[src/pkg/frl_pkg.sv]
// frl_pkg: shared constants, command codes and carriers for the fault record block.
// assumes a command-level front end (decoded bus transactions) on the same clock.
package frl_pkg;

    // command codes
    localparam logic [7:0] CMD_UNLOCK = 8'hBD;
    localparam logic [7:0] CMD_ERASE = 8'hBE;
    localparam logic [7:0] CMD_DATA = 8'hBF;
    localparam logic [7:0] CMD_LOG_CLEAR = 8'hEC;
    localparam logic [7:0] CMD_LOG_STORE = 8'hEA;

    // log source codes
    localparam logic [7:0] SRC_MANUAL = 8'hFF;
    localparam logic [7:0] SRC_CH0_LAST = 8'h0A;
    localparam logic [7:0] SRC_CH1_BASE = 8'h10;
    localparam logic [7:0] SRC_CH1_LAST = 8'h1A;
    localparam logic [7:0] SRC_NONE = 8'h00;

    // die temperature gate, whole degrees c
    localparam logic signed [15:0] TEMP_OFF_C = 16'sh0082;
    localparam logic signed [15:0] TEMP_ON_C = 16'sh007D;

    // log layout
    localparam int LOG_PAGES = 6;
    localparam logic [2:0] LOG_LAST_IDX = 3'h5;
    localparam logic [2:0] LOG_FIRST_IDX = 3'h0;
    localparam int PAGE_BYTES = 20;
    localparam int PAGE_BITS = 160;
    localparam logic [7:0] LOG_PAGE0_BASE = 8'h1B;
    localparam logic [7:0] LOG_LAST_BYTE = 8'h92;
    localparam logic [7:0] LOG_HDR_SRC_BYTE = 8'h00;
    localparam int MFR_LOG_PRESENT_BIT = 3;

    // word and byte values
    localparam logic [15:0] ERASED_WORD = 16'hFFFF;
    localparam logic [15:0] REFUSED_WORD = 16'h0000;
    localparam logic [7:0] EMPTY_BYTE = 8'h00;

    typedef enum logic [1:0] {
        ST_IDLE = 2'b00,
        ST_ERASE = 2'b01,
        ST_CLEAR = 2'b10,
        ST_RESP = 2'b11
    } frl_state_t;

    // one event page, first field is log byte 0 of the page
    typedef struct packed {
        logic [15:0] vout0;
        logic [15:0] vout1;
        logic [15:0] iout0;
        logic [15:0] iout1;
        logic [15:0] vin;
        logic [15:0] iin;
        logic [7:0] status_vout0;
        logic [7:0] status_vout1;
        logic [15:0] status_word0;
        logic [15:0] status_word1;
        logic [7:0] status_mfr0;
        logic [7:0] status_mfr1;
    } frl_page_t;

    typedef struct packed {
        logic valid;
        logic write;
        logic [7:0] code;
        logic [15:0] data;
    } frl_cmd_t;

    typedef struct packed {
        logic valid;
        logic [15:0] data;
    } frl_rsp_t;

    typedef struct packed {
        logic valid;
        logic [7:0] addr;
    } frl_logrd_t;

    typedef struct packed {
        logic valid;
        logic [7:0] data;
    } frl_logbyte_t;

endpackage

[src/frl_mem.sv]
// frl_mem: simple two-port memory, one write port, registered read data.
// assumes the owner never needs read-during-write bypass.
`timescale 1ns/100ps
`default_nettype none
module frl_mem #(
    parameter int WIDTH = 16,
    parameter int DEPTH = 64
) (
    input wire logic clk_i,
    input wire logic we_i,
    input wire logic [$clog2(DEPTH)-1:0] waddr_i,
    input wire logic [WIDTH-1:0] wdata_i,
    input wire logic [$clog2(DEPTH)-1:0] raddr_i,
    output logic [WIDTH-1:0] rdata_o
);
    logic [WIDTH-1:0] mem [DEPTH];

    if (WIDTH < 1 || DEPTH < 2) begin : g_chk
        $error("frl_mem: bad geometry");
    end

    always_ff @(posedge clk_i) begin
        if (we_i) begin
            mem[waddr_i] <= wdata_i;
        end
        rdata_o <= mem[raddr_i];
    end
endmodule // frl_mem
`default_nettype wire

[src/frl_top.sv]
// frl_top: fault record capture and user memory access behind command codes.
// assumes CMD_I, PASS_DONE_I, FAULT_I and DIE_TEMP_I come from logic on CLK_I.
`timescale 1ns/100ps
`default_nettype none
module frl_top
    import frl_pkg::*;
#(
    parameter int USER_WORDS = 64
) (
    input wire logic CLK_I,
    input wire logic SRST_I,
    input wire frl_cmd_t CMD_I,
    output frl_rsp_t RSP_O,
    output logic BUSY_O,
    input wire logic signed [15:0] DIE_TEMP_I,
    input wire logic PASS_DONE_I,
    input wire frl_page_t PAGE_I,
    input wire logic FAULT_I,
    input wire logic [7:0] FAULT_CODE_I,
    input wire frl_logrd_t LOG_RD_I,
    output frl_logbyte_t LOG_O,
    output logic [7:0] MFR_STATUS_O,
    output logic NVM_BLOCKED_O
);
    localparam int AW = $clog2(USER_WORDS);
    localparam logic [AW-1:0] LAST_WORD = AW'(USER_WORDS - 1);

    // sweep counter also walks the log pages, so it needs at least 3 bits
    if (USER_WORDS < 8 || USER_WORDS > 65536 || (1 << AW) != USER_WORDS) begin : g_chk
        $error("frl_top: USER_WORDS must be a power of two from 8 to 65536");
    end

    function automatic logic src_known(input logic [7:0] c);
        return (c <= SRC_CH0_LAST) || (c >= SRC_CH1_BASE && c <= SRC_CH1_LAST);
    endfunction

    function automatic logic [2:0] ring_next(input logic [2:0] p);
        return (p == LOG_LAST_IDX) ? LOG_FIRST_IDX : p + 3'h1;
    endfunction

    // page written "back" passes before the newest one
    function automatic logic [2:0] ring_back(input logic [2:0] wp, input logic [2:0] back);
        int t;
        t = int'(wp) + LOG_PAGES - 1 - int'(back);
        return 3'(t % LOG_PAGES);
    endfunction

    function automatic logic [7:0] page_byte(input frl_page_t p, input logic [4:0] j);
        logic [PAGE_BITS-1:0] v;
        v = p;
        return v[(PAGE_BITS - 1) - 8 * int'(j) -: 8];
    endfunction

    // control group
    frl_state_t state_ff, nxt_state;
    logic unlock_ff, nxt_unlock;
    logic [AW-1:0] ptr_ff, nxt_ptr;
    logic [AW-1:0] sweep_ff, nxt_sweep;
    logic [7:0] rcode_ff, nxt_rcode;
    logic rok_ff, nxt_rok;
    frl_rsp_t rsp_ff, nxt_rsp;
    logic busy_ff, nxt_busy;
    logic store_go;
    logic u_we;
    logic [AW-1:0] u_waddr;
    logic [15:0] u_wdata;
    logic [15:0] u_rdata;
    // temperature group
    logic hot_ff, nxt_hot;
    // log group
    logic [2:0] lwp_ff, nxt_lwp;
    logic frozen_ff, nxt_frozen;
    logic pend_ff, nxt_pend;
    logic present_ff, nxt_present;
    logic [7:0] src_ff, nxt_src;
    logic l_we;
    logic [2:0] l_waddr;
    frl_page_t l_wdata;
    frl_page_t l_rdata;
    // log read group
    logic [2:0] l_raddr;
    logic lrv_ff, nxt_lrv;
    logic lin_ff, nxt_lin;
    logic lhdr_ff, nxt_lhdr;
    logic [4:0] lj_ff, nxt_lj;
    frl_logbyte_t logo_ff, nxt_logo;

    logic cmd_acc;
    logic nvm_ok;
    assign cmd_acc = CMD_I.valid && (state_ff == ST_IDLE);
    assign nvm_ok = !hot_ff;

    always_comb begin
        nxt_hot = hot_ff;
        if (DIE_TEMP_I > TEMP_OFF_C) begin
            nxt_hot = 1'b1;
        end else if (DIE_TEMP_I < TEMP_ON_C) begin
            nxt_hot = 1'b0;
        end
    end

    always_ff @(posedge CLK_I) begin
        if (SRST_I) begin
            hot_ff <= 1'b0;
        end else begin
            hot_ff <= nxt_hot;
        end
    end

    always_comb begin
        nxt_state = state_ff;
        nxt_unlock = unlock_ff;
        nxt_ptr = ptr_ff;
        nxt_sweep = sweep_ff;
        nxt_rcode = rcode_ff;
        nxt_rok = rok_ff;
        nxt_rsp = '0;
        store_go = 1'b0;
        u_we = 1'b0;
        u_waddr = ptr_ff;
        u_wdata = CMD_I.data;
        case (state_ff)
            ST_IDLE: begin
                if (cmd_acc && CMD_I.write) begin
                    case (CMD_I.code)
                        CMD_UNLOCK: begin
                            if (nvm_ok) begin
                                nxt_unlock = CMD_I.data[0];
                                nxt_ptr = '0;
                            end
                        end
                        CMD_ERASE: begin
                            if (nvm_ok && unlock_ff) begin
                                nxt_state = ST_ERASE;
                                nxt_sweep = '0;
                                nxt_ptr = '0;
                            end
                        end
                        CMD_DATA: begin
                            if (nvm_ok && unlock_ff) begin
                                u_we = 1'b1;
                                nxt_ptr = ptr_ff + 1'b1;
                            end
                        end
                        CMD_LOG_CLEAR: begin
                            if (nvm_ok) begin
                                nxt_state = ST_CLEAR;
                                nxt_sweep = '0;
                            end
                        end
                        CMD_LOG_STORE: begin
                            store_go = nvm_ok;
                        end
                        default: begin
                        end
                    endcase
                end else if (cmd_acc) begin
                    nxt_state = ST_RESP;
                    nxt_rcode = CMD_I.code;
                    nxt_rok = nvm_ok && unlock_ff;
                    if (CMD_I.code == CMD_DATA && nvm_ok && unlock_ff) begin
                        nxt_ptr = ptr_ff + 1'b1;
                    end
                end
            end
            ST_ERASE: begin
                u_we = 1'b1;
                u_waddr = sweep_ff;
                u_wdata = ERASED_WORD;
                nxt_sweep = sweep_ff + 1'b1;
                if (sweep_ff == LAST_WORD) begin
                    nxt_state = ST_IDLE;
                end
            end
            ST_CLEAR: begin
                nxt_sweep = sweep_ff + 1'b1;
                if (sweep_ff[2:0] == LOG_LAST_IDX) begin
                    nxt_state = ST_IDLE;
                end
            end
            ST_RESP: begin
                nxt_state = ST_IDLE;
                nxt_rsp.valid = 1'b1;
                case (rcode_ff)
                    CMD_UNLOCK: nxt_rsp.data = {15'h0000, unlock_ff};
                    CMD_DATA: nxt_rsp.data = rok_ff ? u_rdata : REFUSED_WORD;
                    default: nxt_rsp.data = REFUSED_WORD;
                endcase
            end
            default: begin
                nxt_state = ST_IDLE;
            end
        endcase
        nxt_busy = (nxt_state != ST_IDLE);
    end

    always_ff @(posedge CLK_I) begin
        if (SRST_I) begin
            state_ff <= ST_IDLE;
            unlock_ff <= 1'b0;
            ptr_ff <= '0;
            sweep_ff <= '0;
            rcode_ff <= 8'h00;
            rok_ff <= 1'b0;
            rsp_ff <= '0;
            busy_ff <= 1'b0;
        end else begin
            state_ff <= nxt_state;
            unlock_ff <= nxt_unlock;
            ptr_ff <= nxt_ptr;
            sweep_ff <= nxt_sweep;
            rcode_ff <= nxt_rcode;
            rok_ff <= nxt_rok;
            rsp_ff <= nxt_rsp;
            busy_ff <= nxt_busy;
        end
    end

    frl_mem #(.WIDTH(16), .DEPTH(USER_WORDS)) u_user_mem (
        .clk_i(CLK_I),
        .we_i(u_we),
        .waddr_i(u_waddr),
        .wdata_i(u_wdata),
        .raddr_i(ptr_ff),
        .rdata_o(u_rdata)
    );

    // log capture: the ring keeps rolling until a fault with a known source code or a manual store freezes it
    always_comb begin
        nxt_lwp = lwp_ff;
        nxt_frozen = frozen_ff;
        nxt_pend = pend_ff;
        nxt_present = present_ff;
        nxt_src = src_ff;
        l_we = 1'b0;
        l_waddr = lwp_ff;
        l_wdata = PAGE_I;
        if (state_ff == ST_CLEAR) begin
            l_we = 1'b1;
            l_waddr = sweep_ff[2:0];
            l_wdata = '0;
            if (sweep_ff[2:0] == LOG_LAST_IDX) begin
                nxt_lwp = LOG_FIRST_IDX;
                nxt_frozen = 1'b0;
                nxt_pend = 1'b0;
                nxt_present = 1'b0;
                nxt_src = SRC_NONE;
            end
        end else if (PASS_DONE_I && !frozen_ff) begin
            l_we = 1'b1;
            nxt_lwp = ring_next(lwp_ff);
            if (pend_ff) begin
                nxt_frozen = 1'b1;
                nxt_present = 1'b1;
                nxt_pend = 1'b0;
            end
        end
        // a fault landing on the last clear cycle still arms a capture
        if (!nxt_frozen && !nxt_pend) begin
            if (FAULT_I && src_known(FAULT_CODE_I)) begin
                nxt_pend = 1'b1;
                nxt_src = FAULT_CODE_I;
            end else if (store_go) begin
                nxt_pend = 1'b1;
                nxt_src = SRC_MANUAL;
            end
        end
    end

    always_ff @(posedge CLK_I) begin
        if (SRST_I) begin
            lwp_ff <= LOG_FIRST_IDX;
            frozen_ff <= 1'b0;
            pend_ff <= 1'b0;
            present_ff <= 1'b0;
            src_ff <= SRC_NONE;
        end else begin
            lwp_ff <= nxt_lwp;
            frozen_ff <= nxt_frozen;
            pend_ff <= nxt_pend;
            present_ff <= nxt_present;
            src_ff <= nxt_src;
        end
    end

    frl_mem #(.WIDTH(PAGE_BITS), .DEPTH(LOG_PAGES)) u_log_mem (
        .clk_i(CLK_I),
        .we_i(l_we),
        .waddr_i(l_waddr),
        .wdata_i(l_wdata),
        .raddr_i(l_raddr),
        .rdata_o(l_rdata)
    );

    // log byte readout, two cycles from request to byte
    always_comb begin
        logic [7:0] off;
        off = LOG_RD_I.addr - LOG_PAGE0_BASE;
        nxt_lrv = LOG_RD_I.valid;
        nxt_lin = (LOG_RD_I.addr >= LOG_PAGE0_BASE) && (LOG_RD_I.addr <= LOG_LAST_BYTE);
        nxt_lhdr = (LOG_RD_I.addr == LOG_HDR_SRC_BYTE);
        nxt_lj = 5'(off % 8'(PAGE_BYTES));
        l_raddr = ring_back(lwp_ff, 3'(off / 8'(PAGE_BYTES)));
        nxt_logo.valid = lrv_ff;
        if (lin_ff) begin
            nxt_logo.data = page_byte(l_rdata, lj_ff);
        end else if (lhdr_ff) begin
            nxt_logo.data = src_ff;
        end else begin
            nxt_logo.data = EMPTY_BYTE;
        end
    end

    always_ff @(posedge CLK_I) begin
        if (SRST_I) begin
            lrv_ff <= 1'b0;
            lin_ff <= 1'b0;
            lhdr_ff <= 1'b0;
            lj_ff <= 5'h00;
            logo_ff <= '0;
        end else begin
            lrv_ff <= nxt_lrv;
            lin_ff <= nxt_lin;
            lhdr_ff <= nxt_lhdr;
            lj_ff <= nxt_lj;
            logo_ff <= nxt_logo;
        end
    end

    assign RSP_O = rsp_ff;
    assign BUSY_O = busy_ff;
    assign LOG_O = logo_ff;
    assign NVM_BLOCKED_O = hot_ff;
    assign MFR_STATUS_O = 8'(present_ff) << MFR_LOG_PRESENT_BIT;
endmodule // frl_top
`default_nettype wire

[config.mk]
export PLATFORM = sky130hd
export DESIGN_NAME = frl_top
export DESIGN_NICKNAME = d
export VERILOG_FILES = /design/src/pkg/frl_pkg.sv /design/src/frl_mem.sv /design/src/frl_top.sv
export SDC_FILE = /design/constraint.sdc
export NUM_CORES = 2
export LEC_CHECK = 0
export BUFFER_PORTS_ARGS = -buffer_cell sky130_fd_sc_hd__buf_2
export CAP_MARGIN = 20
export CORE_ASPECT_RATIO = 1.75
export CORE_MARGIN = 3
export CORE_UTILIZATION = 30
export DETAILED_ROUTE_END_ITERATION = 10
export HOLD_SLACK_MARGIN = 0.06
export PLACE_DENSITY = 0.4
export SYNTH_ARGS = -nofsm -noshare
export SYNTH_HDL_FRONTEND = slang
export SYNTH_HIERARCHICAL = 1
export SYNTH_SLANG_ARGS = --single-unit
[constraint.sdc]
create_clock -name CLK_I -period 15.5 [get_ports CLK_I]
set_clock_uncertainty 0.1 [all_clocks]
set_input_delay 0.775 -clock CLK_I [delete_from_list [all_inputs] [get_ports CLK_I]]
set_output_delay 0.775 -clock CLK_I [all_outputs]
set_load 0.01 [all_outputs]
Word-level counts from Yosys, hierarchy flattened
Memory sizes are Yosys's and may differ from the RTL's. A register that Yosys moved wholly into a read port is not among the register bits.
Index checks and enable logic that the tools add are counted.
{"block": "classes", "bitwise": 3, "eq_ne": 22, "muxes": 65, "reduce_logical": 32, "magnitude_cmp": 7, "shift": 1, "add_sub_neg": 8, "div_mod_pow": 3}
{"operator": "$shiftx A167 B9 Y8", "count": 1}
{"operator": "$mux W160", "count": 1}
{"operator": "$eq A8 B8 Y1 const B", "count": 7}
{"operator": "$mux W8", "count": 7}
{"operator": "$mux W6", "count": 8}
{"operator": "$mod A32 B4 Y32 const B", "count": 1}
{"operator": "$mux W16", "count": 2}
{"operator": "$pmux W16 S2", "count": 1}
{"operator": "$mux W1", "count": 28}
{"operator": "$pmux W6 S2", "count": 2}
{"operator": "$pmux W6 S3", "count": 1}
{"operator": "$mux W17", "count": 1}
{"operator": "$ge A8 B5 Y1 const B", "count": 2}
{"operator": "$gt A16 B9 Y1 const B", "count": 1}
{"operator": "$lt A16 B8 Y1 const B", "count": 1}
{"operator": "$mux W3", "count": 5}
{"operator": "$ne A3 B3 Y1 const B", "count": 5}
{"operator": "$reduce_bool A2 Y1", "count": 7}
{"operator": "$add A6 B1 Y6 const B", "count": 2}
{"operator": "$mux W2", "count": 6}
{"operator": "$logic_and A1 B1 Y1", "count": 10}
{"operator": "$sub A8 B8 Y9 const A", "count": 1}
{"operator": "$div A8 B5 Y8 const B", "count": 1}
{"operator": "$le A8 B4 Y1 const B", "count": 1}
{"operator": "30 further kinds", "count": 39}
{"block": "totals", "inputBits": 223, "memories": 2, "ff_bits": 74, "ramBits": 1984}
{"memory": "u_user_mem.mem", "depth": 64, "width": 16, "rd": 1, "rd_clocked_by_memory_dff": 1, "write_ports": 1, "line": "frl_mem.sv:16", "source": "logic [WIDTH-1:0] mem [DEPTH];"}
{"memory": "u_log_mem.mem", "depth": 6, "width": 160, "rd": 1, "rd_clocked_by_memory_dff": 1, "write_ports": 1, "line": "frl_mem.sv:16"}

Depth between registers and ports, before layout
{"block": "logic_depth", "word_depth": 8, "depth_mapped": 34, "ltp_nobuf": 29}

Modules after synthesis
Netlist, hierarchy kept.
{"mod": "frl_mem (u_user_mem)", "n_inst": 1, "seq_area_each_um2": 31069.8, "area_per_inst_um2": 40042.2, "cells_per_inst": 1829}
{"mod": "frl_mem (u_log_mem)", "n_inst": 1, "seq_area_each_um2": 32030.7, "area_per_inst_um2": 39673.0, "cells_per_inst": 2039}
{"mod": "frl_top", "n_inst": 1, "seq_area_each_um2": 1481.4, "area_per_inst_um2": 7074.3, "cells_per_inst": 875}

Least setup slack after synthesis
No wires, ideal clock.
{"block": "synth_path", "path_type": "reg2reg", "from": "reg state_ff[0]", "to": "mem u_log_mem/mem[0][0] in the netlist's numbering (enable)", "arrival_time_ns": 12.359, "required_time_ns": 14.525, "stages_incl_launch_ff": 8, "setup_slack_ns": 2.165, "period_less_slack_ns": 13.335, "n_path_buf": 2, "setup_time_ns": 0.875, "cell_sequence": "dfxtp_1 inv_1 ha_1 clkbuf_1 clkbuf_1 mux2_2 nand2b_1 nor3_1"}
{"block": "synth_between", "elab_cells_between_ends": 5, "cone_classes": "eq/ne: 1; mux: 4"}
{"item": "start, declared", "line": "frl_top.sv:55", "source": "frl_state_t state_ff, nxt_state;"}
{"item": "start signal, assigned", "line": "frl_top.sv:208", "source": "state_ff <= nxt_state;"}
{"item": "$eq A2 B2 Y1", "line": "frl_top.sv:238", "source": "if (state_ff == ST_CLEAR) begin"}
{"item": "$mux W3", "line": "frl_top.sv:238"}
{"item": "via l_waddr[0]", "line": "frl_top.sv:77", "source": "logic [2:0] l_waddr;"}
{"item": "end, declared", "line": "frl_mem.sv:16"}
The timed path passes the listed nets, and every way through them passes these cells.

Worst setup path after layout
{"block": "layout_path", "from": "in LOG_RD_I[0] in the netlist's numbering", "to": "reg u_log_mem.rdata_o[32] (read register of u_log_mem.mem)"}
{"block": "layout_between", "elab_chain_cells": 4}
{"item": "start, declared", "line": "frl_top.sv:20", "source": "input wire frl_logrd_t LOG_RD_I,"}
{"item": "$sub A8 B5 Y8", "line": "frl_top.sv:298", "source": "off = LOG_RD_I.addr - LOG_PAGE0_BASE;"}
{"item": "$div A8 B5 Y8", "line": "frl_top.sv:303", "source": "l_raddr = ring_back(lwp_ff, 3'(off / 8'(PAGE_BYTES)));"}
{"item": "$sub A5 B4 Y6", "line": "frl_top.sv:44", "source": "t = int'(wp) + LOG_PAGES - 1 - int'(back);"}
{"item": "$mod A32 B4 Y32", "line": "frl_top.sv:45", "source": "return 3'(t % LOG_PAGES);"}
{"item": "via l_raddr[2]", "line": "frl_top.sv:81", "source": "logic [2:0] l_raddr;"}
{"item": "end, declared", "line": "frl_mem.sv:14", "source": "output logic [WIDTH-1:0] rdata_o"}
The timed path passes the listed nets, and every way through them passes these cells.
A chain may end at the register's enable or synchronous reset.

==> impl_metrics.toml <==
[status]
status = "finished clean"

[detailed_routing]
drc = 0
drtIter0Drc = 2752
first_pass_iters = 5
drt-total-wl_um = 248500
detail-route-antenna-nets = 0
wl_per_cell_um = 27.37
vias = 44045
vias_per_cell = 4.851

[placement]
detailed_place_hpwl_um = 148500
numPortBuffers = 251
pre_cts_ws_ns = 5.923
place_congestion = 0.8040

[yosys]
netlist_area_um2 = 86790
yosysUniqueCellTypes = 97
synthFlopType = "edfxtp_1"
synth.most_common_cell = "edfxtp_1"
syn-mean-instance-area_um2 = 18.30
ys_ff_latch = 2234
netlist_instances = 4743
synthXorXnorAreaFrac_pct = 0.1903
synth-adder-area-share_pct = 0.3085
yosysSeqAreaShare_pct = 74.41
synth_common_cells = "edfxtp_1 (1,984), mux2_2 (356), mux2i_1 (263)"
synthSimpleGateAreaFrac_pct = 4.087
synth.area.mux_share_pct = 14.52
ys_warn_count = 6
synthTopCellsByArea = "edfxtp_1 (69%), mux4_2 (6.7%), dfxtp_1 (5.8%), mux2_2 (4.6%), mux2i_1 (3.0%)"
synth_edf_count = 1984
synth_top_family_by_area = "multiplexers"
synthArstFlopShare_pct = 0
yosysTopAreaCell = "edfxtp_1"
synth_top_area_share_pct = 68.65
synth_compound_area_share_pct = 4.498

[timing]
fmax_mhz = 114.0
rsz0062_at_grt = "no"
relSlewSlack_pct = 16.77
final-max-slew-violation-count = 0
finalCritPeriodShare_pct = 56.57
finalCriticalPeriod_ns = 8.769
fin_ws_ns = 6.731
worstMarginPinSlew_ns = 1.248
final-setup-viol-count = 0
hold_viol = 0
fin_setup_tns_ns = 0

[global_route]
grt_pass1_wl_um = 353300
grt_max_degree = 122
grt-ovfl-total = 0
grt_antenna_before_repair = 51
grt_pass1_vias = 46232
grt_usage_pct = 16.56

[floorplan]
die_area_um2 = 296000
core_area_um2 = 287300
die_w_um = 412.6
start_util_pct = 30.21
io_pins = 259
dieHeight_um = 717.5
rows = 260

[clock_network]
cts_tree = "done"
clk_latency_ns = 0.85
worst_setup_hold_path_clk_slew_ns = 0.07
post_cts_resized = 0
cts_made_buffers = 221
cts_sinks = 2234
cts-root-buf = "clkbuf_16"
clock_path_buffers = 4
htree_levels = 4

[final_layout]
areaGrowthSynthToFinish_pct = 15.01
fillerInstances = 27109
drive_above_1_share_pct = 26.56
layout.nets = 5328

[critical_path]
timing.critical_path.slowest_cell_delay_ns = 0.86
cp_max_fo = 109
crit_required_ns = 16.15
critical_path_arrival_ns = 9.42
cp-end-kind = "flop"
cpMostUsedCell = "ha_1"
worst_setup_path_start_kind = "primary input"
critical_path_class = "in -> reg"
cp_slowest_cell = "nand2b_4"

[pwr]
ir_drop_mv = 0.2188
cellPowerDensity_nw_per_um2 = 150.5
p_leak_nw = 31.93

[run]
cap_violations = 0

[worst_hold_path]
worstHoldPathType = "in -> reg"
## cells by family after synthesis
| kind of cell | Yosys count |
|---|---|
| other cells | 1 |
| fa+ha+maj | 21 |
| compound gates | 620 |
| mux | 883 |
| buf+inv | 302 |
| flops | 2234 |
| xor+xnor | 18 |
| simple gates | 664 |
## power by group
group,leakage (nW),switching (mW),internal (mW),total (mW)
sequential,20.1,0.155,7.00,7.16
combinational,8.40,1.63,0.893,2.53
clock,3.46,2.30,3.04,5.34
## per-layer routing
metal	part of all wire [%]	wire length (µm)	global-route usage, %
met4	3.0	7417	4.708
met1	39	96250	19.24
met3	4.8	11950	3.185
met2	53	132700	30.70
met5	0.088	218	0
## placed cells by master (no fill, tap or decap), types with 10 or more instances in the layout
master	n
clkinv_2	31
a31oi_1	23
clkbuf_8	14
edfxtp_1	1984
nand3_1	39
nor2_1	121
clkbuf_1	52
nand4_1	18
nor3_1	18
a22oi_1	48
clkinv_1	39
clkbuf_16	225
dlygate4sd3_1	13
ha_1	18
mux4_2	260
diode_2	25
mux2_2	356
mux2i_1	263
dfxtp_1	244
a221oi_1	19
nand2b_1	15
buf_2	251
buf_12	10
o22ai_1	173
and2_1	18
inv_1	17
buf_4	113
a311oi_1	10
bufinv_16	19
or2_2	21
nor2_2	20
o21ai_0	35
nor2b_1	201
xnor2_1	12
a21oi_1	226
nand2_1	121
## flip-flops by register name, indices dropped and copies added, names as in the netlist, 2 cells and up
signal,flops
u_user_mem/mem,1024
rcode_ff,8
u_user_mem/rdata_o,16
src_ff,8
RSP_O,17
u_log_mem/mem,960
LOG_O,9
ptr_ff,6
u_log_mem/rdata_o,160
state_ff,2
lj_ff,5
sweep_ff,6
lwp_ff,3
## metrics by stage
stage / util [%] / hold slack, ns / power (mW) / area (µm²) / cells
after floorplan: - / 0.3057 / 8.915 / 86810 / 4749
after global placement: 32.17 / 0.3216 / 9.870 / 92410 / 8639
after detailed placement: 32.18 / 0.3173 / 9.917 / 92440 / 8641
after CTS: 34.69 / 0.06136 / 15.33 / 99660 / 9048
after global routing: 34.73 / 0.1087 / 15.69 / 99770 / 9060
final: 34.75 / 0.1486 / 15.02 / 99820 / 9080
## critical path, delay by kind of cell
| kind | cells | cell delay (ns) |
|---|---|---|
| AOI/OAI and AO/OA | 8 | 1.66 |
| xor gates and xnor gates | 1 | 0.19 |
| adders and majority gates | 6 | 1.86 |
| buffers and inverters | 6 | 1.64 |
| and+or+nand+nor | 10 | 2.83 |
## worst paths after layout
check,startpoint,end,slack (ns),cells after the start
worst min-delay path,LOG_RD_I[0],lj_ff[0]$_SDFF_PP0_,0.15,2
worst max-delay path,LOG_RD_I[0],u_log_mem/rdata_o[32]$_DFF_P_,6.73,31
worst min register to register,u_user_mem/rdata_o[14]$_DFF_P_,RSP_O[14]$_SDFF_PP0_,0.33,1
worst max register to register,lwp_ff[1]$_SDFFE_PP0P_,u_log_mem/rdata_o[32]$_DFF_P_,8.40,22
## timing repair
item,4_1_cts,5_1_grt
buffers inserted,0,0
endpoints found under the hold margin,13,0
hold buffers,13,0
## final cells by class
| type | instances | area, µm² | area share, % |
|---|---|---|---|
| timing repair buffer | 396 | 2566 | 2.571 |
| clock inverter | 103 | 1067 | 1.069 |
| antenna | 25 | 62.56 | 0.06267 |
| sequential | 2234 | 64600 | 64.72 |
| tap | 3799 | 4753 | 4.762 |
| inverter | 19 | 78.83 | 0.07897 |
| multi-input combinational | 2213 | 20670 | 20.71 |
| clock buffer | 291 | 6018 | 6.029 |
No activity file was read; power rests on OpenSTA's default activity.
